**src/hdl/cie_pkg.sv**
```systemverilog
`default_nettype none
package cie_pkg;
	localparam int DATA_W = 32;
	localparam int EVT_W = 8;
	// register byte offsets
	localparam logic [7:0] ENABLE_OFS = 8'h00;
	localparam logic [7:0] STATUS_OFS = 8'h04;
	localparam logic [7:0] MASK_OFS = 8'h08;
	// enable bit positions
	localparam int TX_BUF_BIT = 0;
	localparam int RX_BUF_BIT = 1;
	localparam int RX_OVF_BIT = 2;
	localparam int ALMOST_FULL_BIT = 3;
	localparam int UNUSED_BIT = 4;
	localparam int ERROR_BIT = 5;
	localparam int WAKEUP_BIT = 6;
	localparam int INVALID_MSG_BIT = 7;
	// writable bits: 7..5 and 3..0
	localparam logic [7:0] IMPL_MASK = 8'hEF;
	localparam logic [15:0] ENABLE_RST = 16'h0000;
	localparam logic [7:0] STATUS_RST = 8'h00;
	localparam logic [7:0] MASK_RST = 8'h00;

	typedef struct packed {
		logic invalid_msg;
		logic wakeup;
		logic error;
		logic unused;
		logic almost_full;
		logic rx_overflow;
		logic rx_buffer;
		logic tx_buffer;
	} cie_evt_t;
endpackage
`default_nettype wire

```
**src/hdl/cie_irq_enable.sv**
```systemverilog
// Behaviour
// - bus wake-up event requests service only while enable bit 6 is one
// - error event requests service only while enable bit 5 is one
// - rx overflow event requests service only while enable bit 2 is one
// - rx buffer event requests service only while enable bit 1 is one
`timescale 1ns/1ps
`default_nettype none
module cie_irq_enable
(
	// clock and reset
	input wire logic pclk,
	input wire logic presetn,
	// apb slave
	input wire logic psel,
	input wire logic penable,
	input wire logic pwrite,
	input wire logic [7:0] paddr,
	input wire logic [31:0] pwdata,
	output logic [31:0] prdata,
	output logic pready,
	output logic pslverr,
	// event flags from the controller, one bit per source
	input wire cie_pkg::cie_evt_t evt_flags,
	// gated request into the controller
	output logic can_irq_req,
	// summary interrupt from the sticky status
	output logic irq
);

	////////////////////////////////////////////////////////////////////////
	logic [15:0] enable_r, enable_nxt;
	logic [7:0] status_r, status_nxt;
	logic [7:0] mask_r, mask_nxt;
	logic [31:0] prdata_nxt;
	logic pready_r, pready_nxt, pslverr_nxt;
	logic req_r, req_nxt, irq_r, irq_nxt;
	logic [7:0] gated;
	logic setup, wr, rd, hit;

	// no wait state: answer in the first access cycle, the one after setup
	assign setup = psel && !penable;
	assign wr = psel && penable && pready_r && pwrite;
	assign rd = psel && penable && pready_r && !pwrite;

	// per-source gate; bit 4 has no source
	genvar g;
	generate
		for (g = 0; g < cie_pkg::EVT_W; g++)
		begin : gen_gate
			assign gated[g] = evt_flags[g] & enable_r[g] & cie_pkg::IMPL_MASK[g];
		end
	endgenerate

	always_comb
	begin
		hit = (paddr == cie_pkg::ENABLE_OFS) || (paddr == cie_pkg::STATUS_OFS) ||
			(paddr == cie_pkg::MASK_OFS);
		enable_nxt = enable_r;
		mask_nxt = mask_r;
		// set wins over the read clear
		status_nxt = status_r;
		// clear only what this read returned; an event landing during the access is kept
		if (rd && paddr == cie_pkg::STATUS_OFS)
			status_nxt = status_r & ~prdata[7:0];
		status_nxt = status_nxt | gated;
		if (wr && paddr == cie_pkg::ENABLE_OFS)
			enable_nxt = {8'h00, pwdata[7:0] & cie_pkg::IMPL_MASK};
		if (wr && paddr == cie_pkg::MASK_OFS)
			mask_nxt = pwdata[7:0] & cie_pkg::IMPL_MASK;
		pready_nxt = setup;
		pslverr_nxt = setup && !hit;
		prdata_nxt = 32'h0000_0000;
		if (setup && !pwrite)
		begin
			case (paddr)
				cie_pkg::ENABLE_OFS: prdata_nxt = {16'h0000, enable_r};
				cie_pkg::STATUS_OFS: prdata_nxt = {24'h00_0000, status_r};
				cie_pkg::MASK_OFS: prdata_nxt = {24'h00_0000, mask_r};
				default: prdata_nxt = 32'h0000_0000;
			endcase
		end
		req_nxt = |gated;
		irq_nxt = |(status_nxt & mask_nxt);
	end

	always_ff @(posedge pclk or negedge presetn)
	begin
		if (!presetn)
		begin
			enable_r <= cie_pkg::ENABLE_RST;
			status_r <= cie_pkg::STATUS_RST;
			mask_r <= cie_pkg::MASK_RST;
			prdata <= 32'h0000_0000;
			pready_r <= 1'b0;
			pslverr <= 1'b0;
			req_r <= 1'b0;
			irq_r <= 1'b0;
		end
		else
		begin
			enable_r <= enable_nxt;
			status_r <= status_nxt;
			mask_r <= mask_nxt;
			prdata <= prdata_nxt;
			pready_r <= pready_nxt;
			pslverr <= pslverr_nxt;
			req_r <= req_nxt;
			irq_r <= irq_nxt;
		end
	end

	assign pready = pready_r;
	assign can_irq_req = req_r;
	assign irq = irq_r;
endmodule
`default_nettype wire

```
**config.mk**
```make
export PLATFORM = sky130hd
export DESIGN_NAME = cie_irq_enable
export DESIGN_NICKNAME = d
export VERILOG_FILES = /design/src/hdl/cie_pkg.sv /design/src/hdl/cie_irq_enable.sv
export SDC_FILE = /design/constraint.sdc
export NUM_CORES = 1
export LEC_CHECK = 0
export ABC_AREA = 1
export BUFFER_PORTS_ARGS = -buffer_cell sky130_fd_sc_hd__clkbuf_2
export CELL_PAD_IN_SITES_DETAIL_PLACEMENT = 1
export CELL_PAD_IN_SITES_GLOBAL_PLACEMENT = 1
export CORE_ASPECT_RATIO = 0.7
export CORE_MARGIN = 2
export CORE_UTILIZATION = 34
export CTS_BUF_LIST = sky130_fd_sc_hd__clkbuf_4 sky130_fd_sc_hd__clkbuf_8
export DETAILED_ROUTE_END_ITERATION = 6
export GPL_TIMING_DRIVEN = 0
export PLACE_DENSITY_LB_ADDON = 0.15
export SYNTH_ARGS = -nofsm -noshare
export SYNTH_HDL_FRONTEND = slang
export SYNTH_SLANG_ARGS = --single-unit
export TNS_END_PERCENT = 100
```
**constraint.sdc**
```tcl
create_clock -name pclk -period 1.65 [get_ports pclk]
set_input_delay 0.0825 -clock pclk [delete_from_list [all_inputs] [get_ports pclk]]
set_output_delay 0.0825 -clock pclk [all_outputs]
set_load 0.05 [all_outputs]
```
==> flow_summary.toml, run 1 <==
[clocking]
clockBufferDepth = 2
clkTransAtPathRegs_ns = 0.07
cts_buffers = 5
insertion_delay_ns = 0.30
cts_root_buf = "clkbuf_8"
cts.sinks = 35
cts_tree = "done"
h-tree-depth = 2

[sta]
fin_crit_sh = 0.912
timing.final.ws_setup_ns = 0.146
setup_viol = 0
rsz0062_at_grt = "false"
whs_ns = 0.0230
max_slew_margin = 0.386
skew_ns = 0.00313
hold_violations = 0
fin_setup_tns_ns = 0
fin_crit_ns = 1.50
slew_viol_final = 0
max_freq_mhz = 665
worstMarginPinSlew_ns = 0.922

[critical_path]
timing.rr.start = "pready"
critPathLaunchType = "flip-flop"
cp_slowest_stage_delay_ns = 0.40
worst_path_max_delay_cell = "dfrtp_1"
rrSetupSlack_ns = 0.15
cp-startpoint = "pready"
crit_path_frequent_cell = "nand2_1"
reg2reg_to = "irq"
cp_cell_sequence = "nand3_4, nor2_8, buf_4, nand3_1, and2_4, nand2_1, nand2_1, nor2_1, nand2_1"
cp-end-kind = "flip-flop"
rr_worst_depth = 9
crit_end = "irq"
worstPathRequired_ns = 1.84
arrival_ns = 1.69
cp_max_fo = 3
path_class = "reg -> reg"

[logic_synthesis]
synth_area_mm2 = 0.00199
synthMuxAreaShare = 0
synth_top_family_by_area = "simple AND/OR/NAND/NOR gates"
syn_inst = 246
yosysWarnings = 0
synth-adder-area-share = 0
synth_compound_area_frac = 0.0378
synth.avg_cell_area_um2 = 8.08
ys_seq_elements = 35
yosysSeqAreaShare = 0.441
synthSimpleGateAreaFrac = 0.359
synth_xor_area_frac = 0
yosysUniqueCellTypes = 21

[floorplan]
ioPinCount = 89
fp.dieH_um = 68.0
initial_utilization = 0.350
chipWidth_um = 95.4
die_area_mm2 = 0.00648
rows = 23
core_mm2 = 0.00567

[routing]
num_vias = 1724
drt_wl_total_um = 5560
ant_nets = 0
firstDrtPassIters = 4
drc = 0
drt_iter0_markers = 51
wire_per_inst_um = 14.1
vias_per_cell = 4.38

[placement]
dp_slack_ns = 0.0343
globalplace.congestion = 0.735
port_buffers = 38
post-dp-hpwl_um = 4120

[pwr]
p_per_area_mw_per_mm2 = 735
irDropWorstVdd_v = 0.000271
power_mw = 1.84
leakagePower_nw = 1.44

[global_routing]
grt_max_degree = 36
overflow = 0
grt_pass1_wl_um = 8970
antenna_found_initial = 0
grt_pass1_vias = 1720
grt.total_usage = 0.192

[finish]
layout-drive-gt1-share = 0.304
area_delta_synth_final_pct = 25.9
antenna-diode-count = 0
nNetsFinal = 372

[run]
maxCapViolCount = 0

[outcome]
outcome = "finished clean"

[worst_hold_path]
hold_path_class = "in -> reg"
holdCritStartpoint = "pwdata[6]"
==> kinds of logic after synthesis <==
| logic type | after synthesis |
|---|---|
| AO/OA/AOI/OAI | 12 |
| buffers and inverters | 55 |
| flip-flops | 35 |
| other | 1 |
| AND/OR/NAND/NOR | 143 |
==> report_power, final <==
part | switching (mW) | total, mW | internal (mW)
registers | 0.00757 | 0.879 | 0.871
logic | 0.220 | 0.307 | 0.0873
clock network | 0.325 | 0.652 | 0.328
==> routing by layer <==
metal / share of wire / GRT usage / routed length (µm)
met5: 0 / 0 / 0
met4: 0.0099 / 0.0482 / 55
met3: 0.064 / 0.0540 / 356
met2: 0.46 / 0.301 / 2530
met1: 0.47 / 0.263 / 2620
==> state kept, by name (all words and copies together), names as in the netlist <==
signal       cells
mask_r           8
prdata           8
status_r         8
enable_r         7
can_irq_req      1
irq              1
pready           1
pslverr          1
==> repair_timing <==
| action | in CTS | in global routing |
|---|---|---|
| resized for setup | 0 | 1 |
| hold buffers | 2 | 0 |
| setup buffers | 0 | 3 |
| endpoints found under the setup margin | 0 | 1 |
| hold endpoints to repair | 36 | 0 |
==> worst min-delay path by stage <==
stage / end / slack (ns) / depth (start not counted)
after global placement: pslverr / 0.26 / 1
after CTS: pready / 0.01 / 2
after detailed placement: pslverr / 0.27 / 1
final: enable_r[6] / 0.02 / 3
after global routing: enable_r[5] / 0.04 / 3
after floorplan: can_irq_req / -0.21 / 0
==> stage by stage <==
stage               instance area (µm²)   util  instances
floorplan                          2070      -        269
global placement                   2360  0.416        382
detailed placement                 2360  0.416        382
CTS                                2460  0.435        391
global route                       2500  0.441        394
finish                             2500  0.441        394
==> area by class of cell <==
class,count,area [µm²]
fill,731,3170
multi-input combinational,179,881
sequential,35,876
timing repair buffer,43,245
buffer,27,214
inverter,28,105
tap,75,93.8
clock buffer,6,82.6
clock inverter,1,5.00
==> synth_stat cells <==
library cell	number	area share
nand3_2	4	0.020
nor2_4	4	0.023
o221ai_1	4	0.018
dfrtp_1	35	0.44
buf_4	24	0.091
nand2_2	4	0.013
a21oi_1	5	0.013
o21ai_0	3	0.0076
nor3_1	1	0.0025
nand3_1	28	0.071
nand2_1	73	0.14
conb_1	1	0.0019
inv_1	25	0.047
nand3_4	2	0.018
nand4_1	1	0.0032
inv_2	3	0.0057
nor2_1	22	0.042
nand2_4	1	0.0057
buf_6	3	0.017
and2_4	1	0.0044
nor2_8	2	0.020
==> worst max-delay path, delay by kind of cell, from the launching register on <==
kind / cells / cell delay [ns]
buffers and inverters: 1 / 0.14
AND/OR/NAND/NOR: 8 / 0.84
flip-flops: 1 / 0.40
==> cells in the final DEF (no fill, tap or decap), drive strengths merged <==
master / count
nor3: 1
nand2: 78
inv: 28
dfrtp: 35
conb: 24
nor2: 28
a21oi: 5
nand4: 1
o21ai: 3
dlygate4sd3: 2
clkbuf: 44
nand3: 34
o221ai: 4
buf: 30
and2: 1
clkinv: 1
Note: power is estimated with default switching activity, not from simulation.
==> inputs of run 2 (changes only) <==
Settings changed: ABC_AREA 1 to not set, CORE_UTILIZATION 34 to 35.
==> run 2 against run 1 <==
Compared with the run above:
- the flow now finishes with violations (negative setup slack)
- clock skew is 0.00055 ns higher
- maximum frequency decreased by 18%
- final cell count is 17% lower
- critical path depth is 2 lower
- first-iteration DRC count shrank 2.0%
- die area is 8.8% lower
==> flow_summary.toml, run 2 <==
[critical_path]
cp_max_fo = 4
rr_worst_depth = 7
critPathLaunchType = "flip-flop"
worst_path_max_delay_cell = "dfrtp_2"
path_class = "reg -> reg"
cp-end-kind = "flip-flop"
cp-startpoint = "pready"
arrival_ns = 1.98
cp_slowest_stage_delay_ns = 0.40
worstPathRequired_ns = 1.79
cp_cell_sequence = "and3_4, nand4_1, buf_4, a311o_1, and2_1, o21ai_2, o2111ai_1"
timing.rr.start = "pready"

[sta]
whs_ns = 0.0446
max_slew_margin = 0.404
setup_viol = 1
slew_viol_final = 0
fin_setup_tns_ns = -0.193
rsz0062_at_grt = "true"
hold_violations = 0
skew_ns = 0.00368
timing.final.ws_setup_ns = -0.193
fin_crit_ns = 1.84
worstMarginPinSlew_ns = 0.893
max_freq_mhz = 542
fin_crit_sh = 1.12

[clocking]
cts_buffers = 5
cts_root_buf = "clkbuf_8"
h-tree-depth = 2
clkTransAtPathRegs_ns = 0.07
insertion_delay_ns = 0.28
clockBufferDepth = 2
cts_tree = "done"
cts.sinks = 35

[routing]
drc = 0
vias_per_cell = 4.71
num_vias = 1545
wire_per_inst_um = 15.0
drt_iter0_markers = 50
drt_wl_total_um = 4930
firstDrtPassIters = 4
ant_nets = 0

[floorplan]
chipWidth_um = 91.1
rows = 22
fp.dieH_um = 64.9
core_mm2 = 0.00517
initial_utilization = 0.359
die_area_mm2 = 0.00591
ioPinCount = 89

[logic_synthesis]
async_reset_ff_frac = 1.00
synth_largest_area_cell = "dfrtp_1"
yosysWarnings = 0
ys_top_cells_by_area = "dfrtp_1 47%, buf_4 9.7%, mux2_2 6.1%"
synthFlopType = "dfrtp_1"
yosysUniqueCellTypes = 41
syn_inst = 179
synth_area_mm2 = 0.00186
ys_seq_elements = 35
synth_common_cells = "35 x dfrtp_1, 24 x buf_4, 19 x nor2_1, 16 x nand2_1, 13 x a21oi_1"
yosysSeqAreaShare = 0.472
synth-edff-count = 0
synth_top_cell_area_share = 0.472
synth.avg_cell_area_um2 = 10.4
synth_most_common_cell = "dfrtp_1"

[finish]
area_delta_synth_final_pct = 32.7
final_common_cell = "clkbuf_2"
antenna-diode-count = 0
final_area_mm2 = 0.00246
nNetsFinal = 308
reg.largest.list = "mask_r (8), prdata (8), status_r (8)"
finalNonFillerCells = 328
layout-drive-gt1-share = 0.422
layout_common_cells = "38 x clkbuf_2, 31 x buf_4, 31 x dfrtp_1"

[placement]
post-dp-hpwl_um = 3600
place_inst = 312
dp_slack_ns = -0.628
place_area_mm2 = 0.00223
port_buffers = 38
globalplace.congestion = 0.743

[outcome]
violations = "negative setup slack"
outcome = "complete, but fails checks"

[pwr]
irDropWorstVdd_v = 0.000401
p_per_area_mw_per_mm2 = 771
leakagePower_nw = 1.27

[run]
maxCapViolCount = 0

[worst_hold_path]
holdCritStartpoint = "penable"
hold_depth = 2
hold_path_class = "in -> reg"

[global_routing]
grt_pass1_vias = 1544
grt.total_usage = 0.177
antenna_found_initial = 0
grt_pass1_wl_um = 7990
grt_max_degree = 36
overflow = 0
-- run 2: cell count changes after synthesis, moves of 7 or more --
cell | before | now
a21oi_1 | 5 | 13
inv_1 | 25 | 2
mux2_2 | 0 | 10
mux2i_1 | 0 | 7
nand2_1 | 73 | 16
nand3_1 | 28 | 1
-- run 2: report_power, final --
part	internal, mW	switching [mW]
clock	0.398	0.308
sequential	0.871	0.00863
combinational	0.0925	0.222
-- run 2: layout make-up --
| type | count | area, µm² |
|---|---|---|
| inverter | 2 | 7.51 |
| fill | 630 | 2710 |
| multi-input combinational | 137 | 923 |
| timing repair buffer | 46 | 253 |
| buffer | 28 | 205 |
| tap | 72 | 90.1 |
| clock buffer | 8 | 104 |
| sequential | 35 | 881 |
-- run 2: path summary, 6_finish.rpt --
check	to	slack, ns
min reg2reg	status_r[6]	0.49
max reg2reg	irq	-0.19
max in group asynchronous	prdata[5]	0.58
max	irq	-0.19
min in group asynchronous	status_r[3]	0.46
min	pready	0.04
-- run 2: cells by family (layout without fill, tap and decap cells) --
logic type | count (synthesis) | after routing | synth area share
buf+inv | 30 | 84 | 0.109
compound gates | 32 | 32 | 0.124
other cells | 1 | 24 | 0.00202
simple gates | 64 | 64 | 0.195
mux | 17 | 17 | 0.0984
flops | 35 | 35 | 0.472
-- run 2: repair_timing --
item,CTS,global route
hold buffers,1,0
buffers inserted,5,2
setup endpoints to repair,9,8
pin swaps,4,2
resized for setup,12,2
hold endpoints to repair,35,0
-- run 2: stage by stage --
step           total power, mW   util
3_3_place_gp              1.20  0.432
5_1_grt                   1.98  0.476
2_1_floorplan             1.12      -
3_5_place_dp              1.20  0.432
6_report                  1.90  0.476
4_1_cts                   1.91  0.471
-- run 2: layer usage --
| layer | vias up | GRT usage | part of all wire |
|---|---|---|---|
| met1 | 749 | 0.249 | 0.49 |
| met4 | 0 | 0.0398 | 0.0055 |
| met3 | 5 | 0.0442 | 0.066 |
| li1 | 740 | - | - |
| met2 | 51 | 0.275 | 0.44 |
| met5 | - | 0 | 0 |
-- run 2: critical path, delay by kind of cell, from the launching register on --
family,cells,cell delay [ns]
AND/OR/NAND/NOR,3,0.51
buffers and inverters,1,0.20
flip-flops,1,0.40
AO/OA/AOI/OAI,3,0.59
==> inputs of run 3 (changes only) <==
Settings changed: PLACE_DENSITY_LB_ADDON 0.15 to 0.1.
==> run 3 against run 2 <==
Compared with the run above:
- the flow still finishes with violations (negative setup slack)
- flip-flop and latch count unchanged
- hold slack worse by 0.0031 ns
- first-iteration DRC count down 20%
- maximum frequency down 3.8%
- final cell count unchanged
- clock skew up 0.0033 ns
- non-clock buffer count unchanged
- design area up 0.81%
- count of clock-buffer cells in the layout unchanged
- combinational power up 1%
- register-to-register slack worse by 0.07 ns
==> flow_summary.toml, run 3 (synthesized netlist as in run 2, its figures left out) <==
[critical_path]
cp-end-kind = "flip-flop"
rrSetupSlack_ns = -0.27
reg2reg_to = "irq"
path_class = "reg -> reg"
arrival_ns = 2.06
rr_worst_depth = 7
cp_slowest_stage_delay_ns = 0.40
worst_path_max_delay_cell = "dfrtp_2"
timing.rr.start = "pready"
critPathLaunchType = "flip-flop"
cp_max_fo = 4
worstPathRequired_ns = 1.79
cp_cell_sequence = "and3_4, nand4_1, buf_6, mux2_4, and2_4, a221oi_4, o2111ai_2"

[floorplan]
core_mm2 = 0.00517
initial_utilization = 0.359
chipWidth_um = 91.1
die_area_mm2 = 0.00591
rows = 22
ioPinCount = 89
fp.dieH_um = 64.9

[sta]
fin_setup_tns_ns = -0.266
slew_viol_final = 0
timing.final.ws_setup_ns = -0.266
fin_crit_ns = 1.92
fin_crit_sh = 1.16
skew_ns = 0.00699
max_slew_margin = 0.421
worstMarginPinSlew_ns = 0.869
setup_viol = 1
max_freq_mhz = 522
rsz0062_at_grt = "true"
whs_ns = 0.0415
hold_violations = 0

[clocking]
h-tree-depth = 2
clockBufferDepth = 2
insertion_delay_ns = 0.29
cts.sinks = 35
clkTransAtPathRegs_ns = 0.07
cts_root_buf = "clkbuf_8"
cts_tree = "done"
cts_buffers = 5

[global_routing]
grt_max_degree = 36
grt.total_usage = 0.187
grt_pass1_wl_um = 8320
antenna_found_initial = 0
grt_pass1_vias = 1601
overflow = 0

[routing]
ant_nets = 0
drt_iter0_markers = 40
drt_wl_total_um = 5040
firstDrtPassIters = 4
num_vias = 1549
wire_per_inst_um = 15.4
vias_per_cell = 4.72
drc = 0

[placement]
post-dp-hpwl_um = 3620
place_area_mm2 = 0.00223
globalplace.congestion = 0.788
port_buffers = 38

[finish]
layout_common_cells = "38 x clkbuf_2, 31 x dfrtp_1, 30 x buf_4"
antenna-diode-count = 0
nNetsFinal = 308
final_area_mm2 = 0.00248
area_delta_synth_final_pct = 33.8
final_common_cell = "clkbuf_2"
layout-drive-gt1-share = 0.422
reg.largest.list = "mask_r (8), prdata (8), status_r (8)"

[worst_hold_path]
hold_path_class = "in -> reg"
holdCritStartpoint = "pwdata[0]"
hold-path-endpoint = "enable_r[0]"
hold_depth = 2

[pwr]
leakagePower_nw = 1.28
irDropWorstVdd_v = 0.000376
p_per_area_mw_per_mm2 = 769
power_mw = 1.91

[run]
maxCapViolCount = 0

[outcome]
violations = "negative setup slack"
outcome = "complete, but fails checks"
==> run 3: what timing repair did <==
item                       4_1_cts  5_1_grt
resized for setup               14        3
pin swaps                        5        1
hold buffers                     1        0
setup buffers                    6        1
hold endpoints to repair        35        0
setup endpoints to repair        9        9
==> run 3: how the worst max path moves through the flow <==
stage	cells past startpoint	to	slack [ns]	from
global route	7	irq	-0.37	pready
CTS	7	irq	-0.24	pready
finish	7	irq	-0.27	pready
detailed placement	7	irq	-0.65	paddr[5]
floorplan	6	irq	-0.22	pready
global placement	7	irq	-0.67	paddr[5]
==> run 3: stage by stage <==
step,setup WS [ns],std cells,util
2_1_floorplan,-0.219,202,-
6_report,-0.266,328,0.480
5_1_grt,-0.372,328,0.480
4_1_cts,-0.236,327,0.475
3_5_place_dp,-0.649,312,0.432
3_3_place_gp,-0.669,312,0.432
==> run 3: metal layers <==
layer / track usage / up-vias / part of all wire / wire length (µm)
met5: 0 / - / 0 / 0
met4: 0.0663 / 0 / 0.015 / 78
met3: 0.0477 / 10 / 0.050 / 252
met2: 0.294 / 38 / 0.45 / 2260
met1: 0.251 / 758 / 0.49 / 2450
li1: - / 743 / - / -
==> run 3: power breakdown <==
part           switching (mW)  internal (mW)
sequential            0.00875          0.871
clock                   0.314          0.398
combinational           0.225         0.0943
total                   0.547           1.36
==> run 3: final cells by class <==
cell class,instances,area (µm²)
repair buffers,46,256
plain buffers,28,205
fillers,625,2690
multi-input cells,137,940
inverters,2,7.51
clock buffers,8,104
well taps,72,90.1
flip-flops and latches,35,881
==> run 3: critical path, delay by kind of cell, from the launching register on <==
family | cells | cell delay, ns
buf+inv | 1 | 0.19
compound gates | 2 | 0.36
simple gates | 3 | 0.51
mux | 1 | 0.30
flops | 1 | 0.40
